--- config.mk ---
export PLATFORM = sky130hd
export DESIGN_NAME = sbf_core
export DESIGN_NICKNAME = d
export VERILOG_FILES = /design/src/common/sbf_pkg.sv /design/src/rtl/sbf_core.sv
export VERILOG_INCLUDE_DIRS = /design/src /design/src/common
export SDC_FILE = /design/constraint.sdc
export NUM_CORES = 1
export LEC_CHECK = 0
export ABC_AREA = 1
export BUFFER_PORTS_ARGS = -buffer_cell sky130_fd_sc_hd__clkbuf_2
export CORE_ASPECT_RATIO = 1.2
export CORE_MARGIN = 3
export CORE_UTILIZATION = 40
export DETAILED_ROUTE_END_ITERATION = 8
export GPL_TIMING_DRIVEN = 0
export SETUP_SLACK_MARGIN = 0.05
export SYNTH_ARGS = -nofsm -noshare
export SYNTH_HDL_FRONTEND = slang
export SYNTH_SLANG_ARGS = --single-unit
--- constraint.sdc ---
create_clock -name SYS_CLK -period 6 [get_ports SYS_CLK]
set_input_delay 0.9 -clock SYS_CLK [delete_from_list [all_inputs] [get_ports SYS_CLK]]
set_output_delay 0.9 -clock SYS_CLK [all_outputs]
set_load 0.02 [all_outputs]
--- src/common/sbf_defs.svh ---
// register offsets, field positions, reset values and timing figures of the serial block
`ifndef SBF_DEFS_SVH
`define SBF_DEFS_SVH

`define SBF_OFS_CTRL1 8'h00
`define SBF_OFS_CTRL2 8'h04
`define SBF_OFS_RATE 8'h08
`define SBF_OFS_STATUS 8'h0c
`define SBF_OFS_DATA 8'h10
`define SBF_OFS_EVT 8'h14
`define SBF_OFS_EVT_CLR 8'h18
`define SBF_OFS_EVT_EN 8'h1c

`define SBF_C1_IRQ_EN 7
`define SBF_C1_ENABLE 6
`define SBF_C1_CTRL_SEL 4
`define SBF_C1_CPOL 3
`define SBF_C1_CPHA 2
`define SBF_C2_MF_EN 4
`define SBF_SR_RX_FULL 7
`define SBF_SR_TX_EMPTY 5
`define SBF_SR_MODE_FAULT 4
`define SBF_RATE_PRE_LSB 4
`define SBF_RATE_SEL_LSB 0

`define SBF_EV_RX 0
`define SBF_EV_TX 1
`define SBF_EV_MF 2

`define SBF_CTRL1_RST 8'h04
`define SBF_CTRL2_RST 8'h00
`define SBF_RATE_RST 8'h00
`define SBF_EVT_EN_RST 3'h7

`define SBF_BITS_PER_BYTE 5'h10
`define SBF_CLK_NS 4

`endif

--- src/common/sbf_pkg.sv ---
// types shared by the serial rate and status block
package sbf_pkg;
	typedef logic [7:0] sbf_addr_t;
	typedef logic [7:0] sbf_byte_t;
	typedef enum logic [0:0] {
		SBF_IDLE = 1'b0,
		SBF_BUSY = 1'b1
	} sbf_state_t;
endpackage

--- src/rtl/sbf_core.sv ---
// serial link rate divider, transfer engine, status flags and wishbone register slave
//
// Implementation choices: register access over Wishbone and the address map.
`include "sbf_defs.svh"
`timescale 1ns/1ns
`default_nettype none

module sbf_core (
	// clock, reset, enable
	input wire logic SYS_CLK,
	input wire logic RST,
	input wire logic CLK_EN,
	// wishbone slave
	input wire logic WB_CYC,
	input wire logic WB_STB,
	input wire logic WB_WE,
	input wire sbf_pkg::sbf_addr_t WB_ADR,
	input wire logic [3:0] WB_SEL,
	input wire logic [31:0] WB_DAT_I,
	output logic [31:0] WB_DAT_O,
	output logic WB_ACK,
	// serial pins
	output logic SCK_O,
	output logic SCK_OE,
	output logic MOSI_O,
	output logic MOSI_OE,
	input wire logic MISO_I,
	input wire logic SS_N_I,
	// interrupt
	output logic IRQ
);
	import sbf_pkg::*;

	// pin synchronisers: a change counts once stages two and three agree
	logic [2:0] miso_sync_q, ss_sync_q;
	logic miso_f_q, ss_f_q;
	always_ff @(posedge SYS_CLK or posedge RST) begin
		if (RST) begin
			miso_sync_q <= 3'h0;
			ss_sync_q <= 3'h7;
			miso_f_q <= 1'b0;
			ss_f_q <= 1'b1;
		end else if (CLK_EN) begin
			miso_sync_q <= {miso_sync_q[1:0], MISO_I};
			ss_sync_q <= {ss_sync_q[1:0], SS_N_I};
			if (miso_sync_q[1] == miso_sync_q[2]) begin
				miso_f_q <= miso_sync_q[2];
			end
			if (ss_sync_q[1] == ss_sync_q[2]) begin
				ss_f_q <= ss_sync_q[2];
			end
		end
	end

	// bus decode
	logic ack_q, acc_w, wr_w, rd_w;
	logic [31:0] dat_q;
	sbf_addr_t word_adr;
	assign word_adr = {WB_ADR[7:2], 2'b00};
	assign acc_w = WB_CYC & WB_STB & ~ack_q;
	assign wr_w = acc_w & WB_WE & WB_SEL[0];
	assign rd_w = acc_w & ~WB_WE;
	wire wr_ctrl1 = wr_w && (word_adr == `SBF_OFS_CTRL1);
	wire wr_ctrl2 = wr_w && (word_adr == `SBF_OFS_CTRL2);
	wire wr_rate = wr_w && (word_adr == `SBF_OFS_RATE);
	wire wr_data = wr_w && (word_adr == `SBF_OFS_DATA);
	wire wr_evclr = wr_w && (word_adr == `SBF_OFS_EVT_CLR);
	wire wr_even = wr_w && (word_adr == `SBF_OFS_EVT_EN);
	wire rd_status = rd_w && (word_adr == `SBF_OFS_STATUS);
	wire rd_data = rd_w && (word_adr == `SBF_OFS_DATA);
	wire wr_status = wr_w && (word_adr == `SBF_OFS_STATUS);

	// control state
	sbf_byte_t ctrl1_q, ctrl2_q, rate_q;
	logic [2:0] evt_q, evt_en_q;
	wire irq_en = ctrl1_q[`SBF_C1_IRQ_EN];
	wire enable = ctrl1_q[`SBF_C1_ENABLE];
	wire master = ctrl1_q[`SBF_C1_CTRL_SEL];
	wire cpol = ctrl1_q[`SBF_C1_CPOL];
	wire cpha = ctrl1_q[`SBF_C1_CPHA];
	wire mf_en = ctrl2_q[`SBF_C2_MF_EN];
	wire [2:0] pre = rate_q[`SBF_RATE_PRE_LSB +: 3];
	wire [2:0] sel = rate_q[`SBF_RATE_SEL_LSB +: 3];

	// half the divisor: (pre+1) << sel, so the full period is (pre+1) << (sel+1)
	logic [10:0] half_w;
	assign half_w = 11'((11'(pre) + 11'h001) << sel);

	// status flags
	logic rx_full_q, tx_empty_q, mf_q;
	logic rx_arm_q, tx_arm_q, mf_arm_q;
	sbf_byte_t rx_data_q, tx_hold_q;

	// transfer engine state
	sbf_state_t st_q;
	logic [10:0] cnt_q, half_q;
	logic [4:0] edge_q;
	logic sck_q, mosi_q, rx_bit_q;
	sbf_byte_t shift_q;

	wire fault_w = master & enable & mf_en & ~ss_f_q;
	wire rate_chg = wr_rate && (WB_DAT_I[7:0] != rate_q);
	wire abort_w = fault_w | (master & rate_chg) | ~enable | ~master;
	wire busy = (st_q == SBF_BUSY);
	wire tick = busy && (cnt_q == 11'h000);
	logic [4:0] edge_nx;
	assign edge_nx = 5'(edge_q + 5'h01);
	wire sample_w = edge_nx[0] ^ cpha;
	wire last_w = tick && (edge_nx == `SBF_BITS_PER_BYTE);
	wire done_w = last_w && ~abort_w;
	sbf_byte_t rx_byte_w;
	assign rx_byte_w = {shift_q[6:0], cpha ? miso_f_q : rx_bit_q};
	wire start_w = ~busy && enable && master && ~tx_empty_q && ~fault_w;
	wire tx_take = wr_data && tx_arm_q && tx_empty_q;
	wire rx_set = done_w && ~rx_full_q;
	wire rx_clr = rd_data && rx_arm_q;
	wire mf_clr = wr_ctrl1 && mf_arm_q;

	// register read mux; unmapped words read as zero
	logic [31:0] rdata_w;
	assign rdata_w =
		(word_adr == `SBF_OFS_CTRL1) ? {24'h000000, ctrl1_q} :
		(word_adr == `SBF_OFS_CTRL2) ? {24'h000000, ctrl2_q} :
		(word_adr == `SBF_OFS_RATE) ? {24'h000000, rate_q} :
		(word_adr == `SBF_OFS_STATUS) ? {24'h000000, rx_full_q, 1'b0, tx_empty_q, mf_q, 4'h0} :
		(word_adr == `SBF_OFS_DATA) ? {24'h000000, rx_data_q} :
		(word_adr == `SBF_OFS_EVT) ? {29'h00000000, evt_q} :
		(word_adr == `SBF_OFS_EVT_EN) ? {29'h00000000, evt_en_q} :
		32'h00000000;

	// wishbone answer: ack one cycle after the request, dropped the cycle after
	always_ff @(posedge SYS_CLK or posedge RST) begin
		if (RST) begin
			ack_q <= 1'b0;
			dat_q <= 32'h00000000;
		end else if (CLK_EN) begin
			ack_q <= acc_w;
			if (rd_w) begin
				dat_q <= rdata_w;
			end
		end
	end

	// software registers; a mode fault overrides a write of controller select
	always_ff @(posedge SYS_CLK or posedge RST) begin
		if (RST) begin
			ctrl1_q <= `SBF_CTRL1_RST;
			ctrl2_q <= `SBF_CTRL2_RST;
			rate_q <= `SBF_RATE_RST;
			evt_en_q <= `SBF_EVT_EN_RST;
		end else if (CLK_EN) begin
			if (wr_ctrl1) begin
				ctrl1_q <= WB_DAT_I[7:0];
			end
			if (fault_w) begin
				ctrl1_q[`SBF_C1_CTRL_SEL] <= 1'b0;
			end
			if (wr_ctrl2) begin
				ctrl2_q <= {3'h0, WB_DAT_I[4], 4'h0};
			end
			if (wr_rate) begin
				rate_q <= {1'b0, WB_DAT_I[6:4], 1'b0, WB_DAT_I[2:0]};
			end
			if (wr_even) begin
				evt_en_q <= WB_DAT_I[2:0];
			end
		end
	end

	// status flags: every hardware set wins over the software clear in the same cycle
	always_ff @(posedge SYS_CLK or posedge RST) begin
		if (RST) begin
			rx_full_q <= 1'b0;
			tx_empty_q <= 1'b1;
			mf_q <= 1'b0;
			rx_arm_q <= 1'b0;
			tx_arm_q <= 1'b0;
			mf_arm_q <= 1'b0;
			rx_data_q <= 8'h00;
			tx_hold_q <= 8'h00;
		end else if (CLK_EN) begin
			rx_full_q <= rx_set | (rx_full_q & ~rx_clr);
			mf_q <= fault_w | (mf_q & ~mf_clr);
			// empty while the hold register has been handed to the shifter
			tx_empty_q <= start_w | (tx_empty_q & ~tx_take);
			// status writes fall through every branch here and leave flags alone
			rx_arm_q <= rd_status ? rx_full_q : (rx_arm_q & ~rd_data);
			tx_arm_q <= rd_status ? tx_empty_q : (tx_arm_q & ~wr_data);
			mf_arm_q <= rd_status ? mf_q : (mf_arm_q & ~wr_ctrl1);
			// an unserviced byte is kept; later bytes are lost
			if (rx_set) begin
				rx_data_q <= rx_byte_w;
			end
			if (tx_take) begin
				tx_hold_q <= WB_DAT_I[7:0];
			end
		end
	end

	// transfer engine: half-period delay, then sixteen clock edges
	always_ff @(posedge SYS_CLK or posedge RST) begin
		if (RST) begin
			st_q <= SBF_IDLE;
			cnt_q <= 11'h000;
			half_q <= 11'h001;
			edge_q <= 5'h00;
			sck_q <= 1'b0;
		end else if (CLK_EN) begin
			if (abort_w) begin
				st_q <= SBF_IDLE;
				sck_q <= 1'b0;
			end else if (start_w) begin
				st_q <= SBF_BUSY;
				half_q <= half_w;
				cnt_q <= 11'(half_w - 11'h001);
				edge_q <= 5'h00;
			end else if (tick) begin
				sck_q <= ~sck_q;
				edge_q <= edge_nx;
				cnt_q <= 11'(half_q - 11'h001);
				if (last_w) begin
					st_q <= SBF_IDLE;
				end
			end else if (busy) begin
				cnt_q <= 11'(cnt_q - 11'h001);
			end
		end
	end

	// data path: sample on odd edges with phase 0, even edges with phase 1
	always_ff @(posedge SYS_CLK or posedge RST) begin
		if (RST) begin
			shift_q <= 8'h00;
			mosi_q <= 1'b0;
			rx_bit_q <= 1'b0;
		end else if (CLK_EN) begin
			if (start_w) begin
				shift_q <= tx_hold_q;
				if (!cpha) begin
					mosi_q <= tx_hold_q[7];
				end
			end else if (tick && sample_w) begin
				rx_bit_q <= miso_f_q;
			end else if (tick && cpha && (edge_nx == 5'h01)) begin
				mosi_q <= shift_q[7];
			end else if (tick) begin
				shift_q <= {shift_q[6:0], rx_bit_q};
				mosi_q <= shift_q[6];
			end
		end
	end

	// sticky events, write-one-to-clear; a new event wins over its clear
	logic [2:0] evt_set;
	assign evt_set = {fault_w, start_w, rx_set};
	always_ff @(posedge SYS_CLK or posedge RST) begin
		if (RST) begin
			evt_q <= 3'h0;
		end else if (CLK_EN) begin
			evt_q <= evt_set | (evt_q & ~(wr_evclr ? WB_DAT_I[2:0] : 3'h0));
		end
	end

	// registered outputs; pins are released while not controller or after a fault
	// data leaves with the same one-cycle lag as the clock, so it never moves on a sampling edge
	logic out_en_q, irq_q, sck_out_q, mosi_out_q;
	always_ff @(posedge SYS_CLK or posedge RST) begin
		if (RST) begin
			out_en_q <= 1'b0;
			irq_q <= 1'b0;
			sck_out_q <= 1'b0;
			mosi_out_q <= 1'b0;
		end else if (CLK_EN) begin
			mosi_out_q <= mosi_q;
			out_en_q <= enable & master & ~fault_w;
			irq_q <= irq_en & |(evt_set | (evt_q & evt_en_q));
			sck_out_q <= cpol ^ sck_q;
		end
	end

	assign WB_ACK = ack_q;
	assign WB_DAT_O = dat_q;
	assign SCK_O = sck_out_q;
	assign SCK_OE = out_en_q;
	assign MOSI_O = mosi_out_q;
	assign MOSI_OE = out_en_q;
	assign IRQ = irq_q;

	// checks; they assume CLK_EN stays high
	logic sck_prev_q;
	logic [11:0] gap_q;
	always_ff @(posedge SYS_CLK or posedge RST) begin
		if (RST) begin
			sck_prev_q <= 1'b0;
			gap_q <= 12'h000;
		end else begin
			sck_prev_q <= sck_q;
			gap_q <= (sck_q != sck_prev_q) ? 12'h001 : 12'(gap_q + 12'h001);
		end
	end
endmodule // sbf_core
`default_nettype wire

### After elaboration in Yosys (flattened, before gate mapping)

Index checks and enable logic that the tools add are counted.

* flip-flop bits (word level): 127
* input port bits: 52
* output and inout bits: 38
* word-level logic and storage cells: 189

* add/subtract/negate cells: 5
* equal/unequal tests: 16
* shift-type cells: 1
* mux-type cells: 35
* bitwise gates (word level): 48
* reduce and logical (&&, ||, !) cells: 52

Operators by type and width (number)
* 8-bit two-way mux: 9
* 11-bit two-way mux: 3
* 11-bit by 1-bit subtractor with 11-bit output (second input constant): 3
* 6-bit by 3-bit equality test with 1-bit output (second input constant): 4
* 1-bit logical AND: 24
* 2-bit AND reduction: 10
* 1-bit inverter: 18
* 3-bit AND reduction: 6
* 1-bit AND: 17
* 1-bit two-way mux: 17
* 5-bit two-way mux: 3
* 6-bit by 2-bit equality test with 1-bit output (second input constant): 2
* 3-bit nonzero test: 4
* 11-bit logical NOT: 1
* 4-bit by 3-bit << shifter with 11-bit output: 1
* 3-bit two-way mux: 3
* 8-bit logical NOT: 1
* 2-bit inequality test (second input constant): 4
* 8-bit by 7-bit inequality test with 1-bit output: 1
* 4-bit AND reduction: 2
* 3-bit AND: 2
* 6-bit by 1-bit equality test with 1-bit output (second input constant): 1
* 1-bit OR: 6
* 3-bit OR: 2
* 9 further kinds: 13

### Logic depth before layout (Yosys ltp)

* word-level depth: 16
* gate-level depth with buffers: 15
* gate-level depth less buffers: 14

### Worst setup path after synthesis

OpenSTA, ideal clock, no wires.

* path kind: input to register
* start point: input WB_DAT_I[1]
* end point: register half_q[5]
* setup time: 0.126 ns
* arrival: 2.046 ns
* slack: 3.828 ns
* cell stages on the path: 11
* path through: inv_1 > nor2_1 > nor3_1 > nand2_1 > o21ai_2 > nand2_4 > nor2_4 > inv_2 > buf_6 > nand2_1 > o31ai_1

* word-level cells in the longest chain between the ends: 8

RTL lines
* from (decl): line sbf_core.sv:19 `input wire logic [31:0] WB_DAT_I,`
* 8-bit by 7-bit inequality test with 1-bit output: line sbf_core.sv:102 `wire rate_chg = wr_rate && (WB_DAT_I[7:0] != rate_q);`
* 1-bit logical AND: line sbf_core.sv:102
* 1-bit AND: line sbf_core.sv:103 `wire abort_w = fault_w | (master & rate_chg) | ~enable | ~master;`
* 1-bit OR (3 in series): line sbf_core.sv:103
* 1-bit inverter (no source line)
* 3-bit AND reduction (no source line)
* to (signal assigned): line sbf_core.sv:214 `half_q <= half_w;`
* to (decl): line sbf_core.sv:96 `logic [10:0] cnt_q, half_q;`

Every way passes these cells.
A chain may end at the register's enable or synchronous reset.

### Final worst setup path

* start point: input WB_DAT_I[1]
* end point: register cnt_q[2]

* word-level cells in the longest chain between the ends: 8

RTL lines
* 8-bit by 7-bit inequality test with 1-bit output: line sbf_core.sv:102
* 1-bit logical AND: line sbf_core.sv:102
* 1-bit AND: line sbf_core.sv:103
* 1-bit OR (3 in series): line sbf_core.sv:103
* 1-bit inverter (no source line)
* 3-bit AND reduction (no source line)
* to (signal assigned): line sbf_core.sv:215 `cnt_q <= 11'(half_w - 11'h001);`
* to (signal assigned): line sbf_core.sv:220 `cnt_q <= 11'(half_q - 11'h001);`
* to (signal assigned): line sbf_core.sv:225 `cnt_q <= 11'(cnt_q - 11'h001);`
* to (decl): line sbf_core.sv:96

Every way passes these cells.

==> flow_metrics.tcl <==
set metrics [dict create \
    start_util_pct 41.6 \
    cts-root-buf "clkbuf_16" \
    post-dp-hpwl_microns 11800 \
    io_pins 90 \
    worstReg2RegEnd "cnt_q[6]" \
    finalCritPeriodShare_pct 39.4 \
    synth_top_area_share_pct 40.0 \
    synthToLayoutAreaGrowth_pct 13.8 \
    ant_nets 0 \
    arrival_ps 2600 \
    cp_cell_sequence "clkbuf_2 > inv_1 > nor2_1 > nor3_1 > nand2_1 > o21ai_2 > nand2_4 > nor2_4 > buf_2 > o21ai_0" \
    path_class "input pin to flop" \
    insertion_delay_ps 360 \
    worst_path_dominant_cell_family "simple AND/OR/NAND/NOR gates" \
    max_freq_ghz 0.423 \
    finClkSkew_ps 9.39 \
    yosysUniqueCellTypes 50 \
    grt_pass1_wl_microns 25600 \
    tns_ps 0 \
    cts-resized-gates 0 \
    grt_max_degree 64 \
    final_common_cell "nand2_1" \
    core-area_sq_um 14000 \
    stdcell_count 983 \
    synth_top_area_cell "dfrtp_1" \
    cap_violations 0 \
    regToRegSetupSlack_ps 3870 \
    cts_hold_buffers 0 \
    postCtsSetupBuffers 0 \
    grtUsageTotal_pct 20.2 \
    wl_microns 15400 \
    synth-seq-area-share_pct 44.5 \
    synth_area_per_cell_sq_um 7.89 \
    clockBufferDepth 2 \
    clock_sinks 103 \
    grt_overflow_total 0 \
    cp-start-kind "input pin" \
    setup_viol 0 \
    worstHoldStart "ss_sync_q[1]" \
    yosys_warnings 0 \
    powerDensity_nw_per_um2 219 \
    via_per_inst 5.12 \
    dieWidth_microns 116 \
    slew_viol_final 0 \
    die_h_microns 138 \
    first_pass_iters 5 \
    syn_inst 737 \
    drc_errors 0 \
    reg2reg_from "rate_q[4]" \
    cp_data_required_time_ps 6230 \
    antenna_found_initial 0 \
    end_kind "flop" \
    rsz0062_at_grt "no" \
    cp_slowest_stage_delay_ps 280 \
    vias 5034 \
    final_nets 864 \
    final_cell_mix "nand2_1 (206), dfrtp_1 (93), nand3_1 (67)" \
    cts_tree "done" \
    antenna-diode-count 0 \
    leakage_nw 3.18 \
    ir_drop_uv 160 \
    finalHoldViolations 0 \
    tightest_slew_ps 706 \
    synthTopCellsByArea "dfrtp_1 (40%), nand2_1 (13%), nand3_1 (5.8%), o21ai_0 (5.2%), dfstp_2 (4.5%)" \
    clkTransAtPathRegs_ps 70 \
    cp_slowest_cell "buf_2" \
    std_cell_rows 47 \
    io_buffers 35 \
    period_minus_slack_ps 2370 \
    drt-initial-drc-count 384 \
    place_congestion 0.907 \
    first_global_vias 4930 \
    wl_per_cell_microns 15.6 \
    cts-buffers-inserted 9 \
    crit_buf_inv 3 \
    synth_seq_cells 103 \
    status "finished clean" \
    min_to "ss_sync_q[1]" \
    layout-drive-gt1-share_pct 20.0 \
    slew_headroom_pct 52.9 \
    whs_path_depth 2 \
    nFillCells 1402 \
    htree_levels 3 \
    hold_path_class "flop to flop" \
    netlist_area_sq_um 5820 \
    reg2regPathDepth 13 \
    dieArea_sq_um 16000 \
    crit_path_max_fanout 10 \
    placed_cells 967 \
]
## layer usage
metal,up-vias,wire (microns),GRT usage (%)
li1,2496,-,-
met1,2336,6640,27.9
met2,170,7470,32.1
met3,32,835,3.41
met4,0,429,7.03
met5,-,0,0
## how the worst max path moves through the flow
stage,start,end,slack (ps),cells after the start
2_1_floorplan,RST,IRQ,2410,1
3_3_place_gp,RST,MOSI_O,1150,2
4_1_cts,WB_DAT_I[1],edge_q[2],3650,11
3_5_place_dp,WB_DAT_I[1],edge_q[2],3260,11
5_1_grt,WB_DAT_I[1],edge_q[4],3380,11
6_report,WB_DAT_I[1],cnt_q[2],3630,10
## state kept, by name (all words and copies together), names as in the netlist, 5 cells and up
signal and count:
half_q 11, edge_q 5, rx_data_q 8, tx_hold_q 8, cnt_q 11, rate_q 6
WB_DAT_O 8, shift_q 8, ctrl1_q 8
## worst min-delay path, delay by kind of cell, from the launching register on
kind / cells / cell delay, ps
flops: 1 / 370
simple gates: 2 / 90
## layout make-up
cell class / count / area, sq um / area share, %
clock inverters: 6 / 66.3 / 1.00
inverters: 75 / 292 / 4.40
well taps: 171 / 214 / 3.23
multi-input cells: 538 / 2700 / 40.7
clock buffers: 10 / 229 / 3.46
repair buffers: 36 / 203 / 3.06
flip-flops and latches: 103 / 2590 / 39.1
plain buffers: 44 / 329 / 4.97
## Yosys cell counts, drive strengths merged
library cell    n
a211oi          2
a21oi          23
a221oi          1
a22o            1
a22oi           1
a31oi          10
buf            40
clkbuf          4
clkinv          3
conb            1
dfrtp          93
dfstp          10
ha              5
inv            72
nand2         218
nand3          74
nand3b          3
nand4           6
nor2           65
nor3            3
nor4            3
o2111ai         1
o211ai          2
o21a            1
o21ai          78
o221ai          2
o22ai           2
o31ai           3
or2             1
xnor2           4
xor2            5
## where the power goes
part | internal (mW) | leakage (nW) | switching (mW)
registers | 0.714 | 1.32 | 0.0123
logic | 0.0371 | 1.72 | 0.0799
clock network | 0.326 | 0.147 | 0.277
total | 1.08 | 3.18 | 0.369
## kinds of logic after synthesis
group	Yosys count	share of synthesized area, %
AOI/OAI and AO/OA	127	12.7
xor gates and xnor gates	9	1.35
adders and majority gates	5	1.08
buffers and inverters	119	10.6
DFF	103	44.5
other	1	0.0645
and+or+nand+nor	373	29.7
## through the flow
step | setup WS [ps] | total power [mW] | hold slack [ps] | util (%) | area (sq um)
4_1_cts | 3650 | 1.46 | 470 | 47.3 | 6620
6_report | 3630 | 1.45 | 468 | 47.3 | 6620
3_3_place_gp | 1150 | 0.853 | 452 | 45.0 | 6290
5_1_grt | 3380 | 1.51 | 481 | 47.3 | 6620
2_1_floorplan | 2410 | 0.816 | 442 | - | 5900
3_5_place_dp | 3260 | 0.858 | 459 | 45.2 | 6320
(Power assumes the default switching activity.)
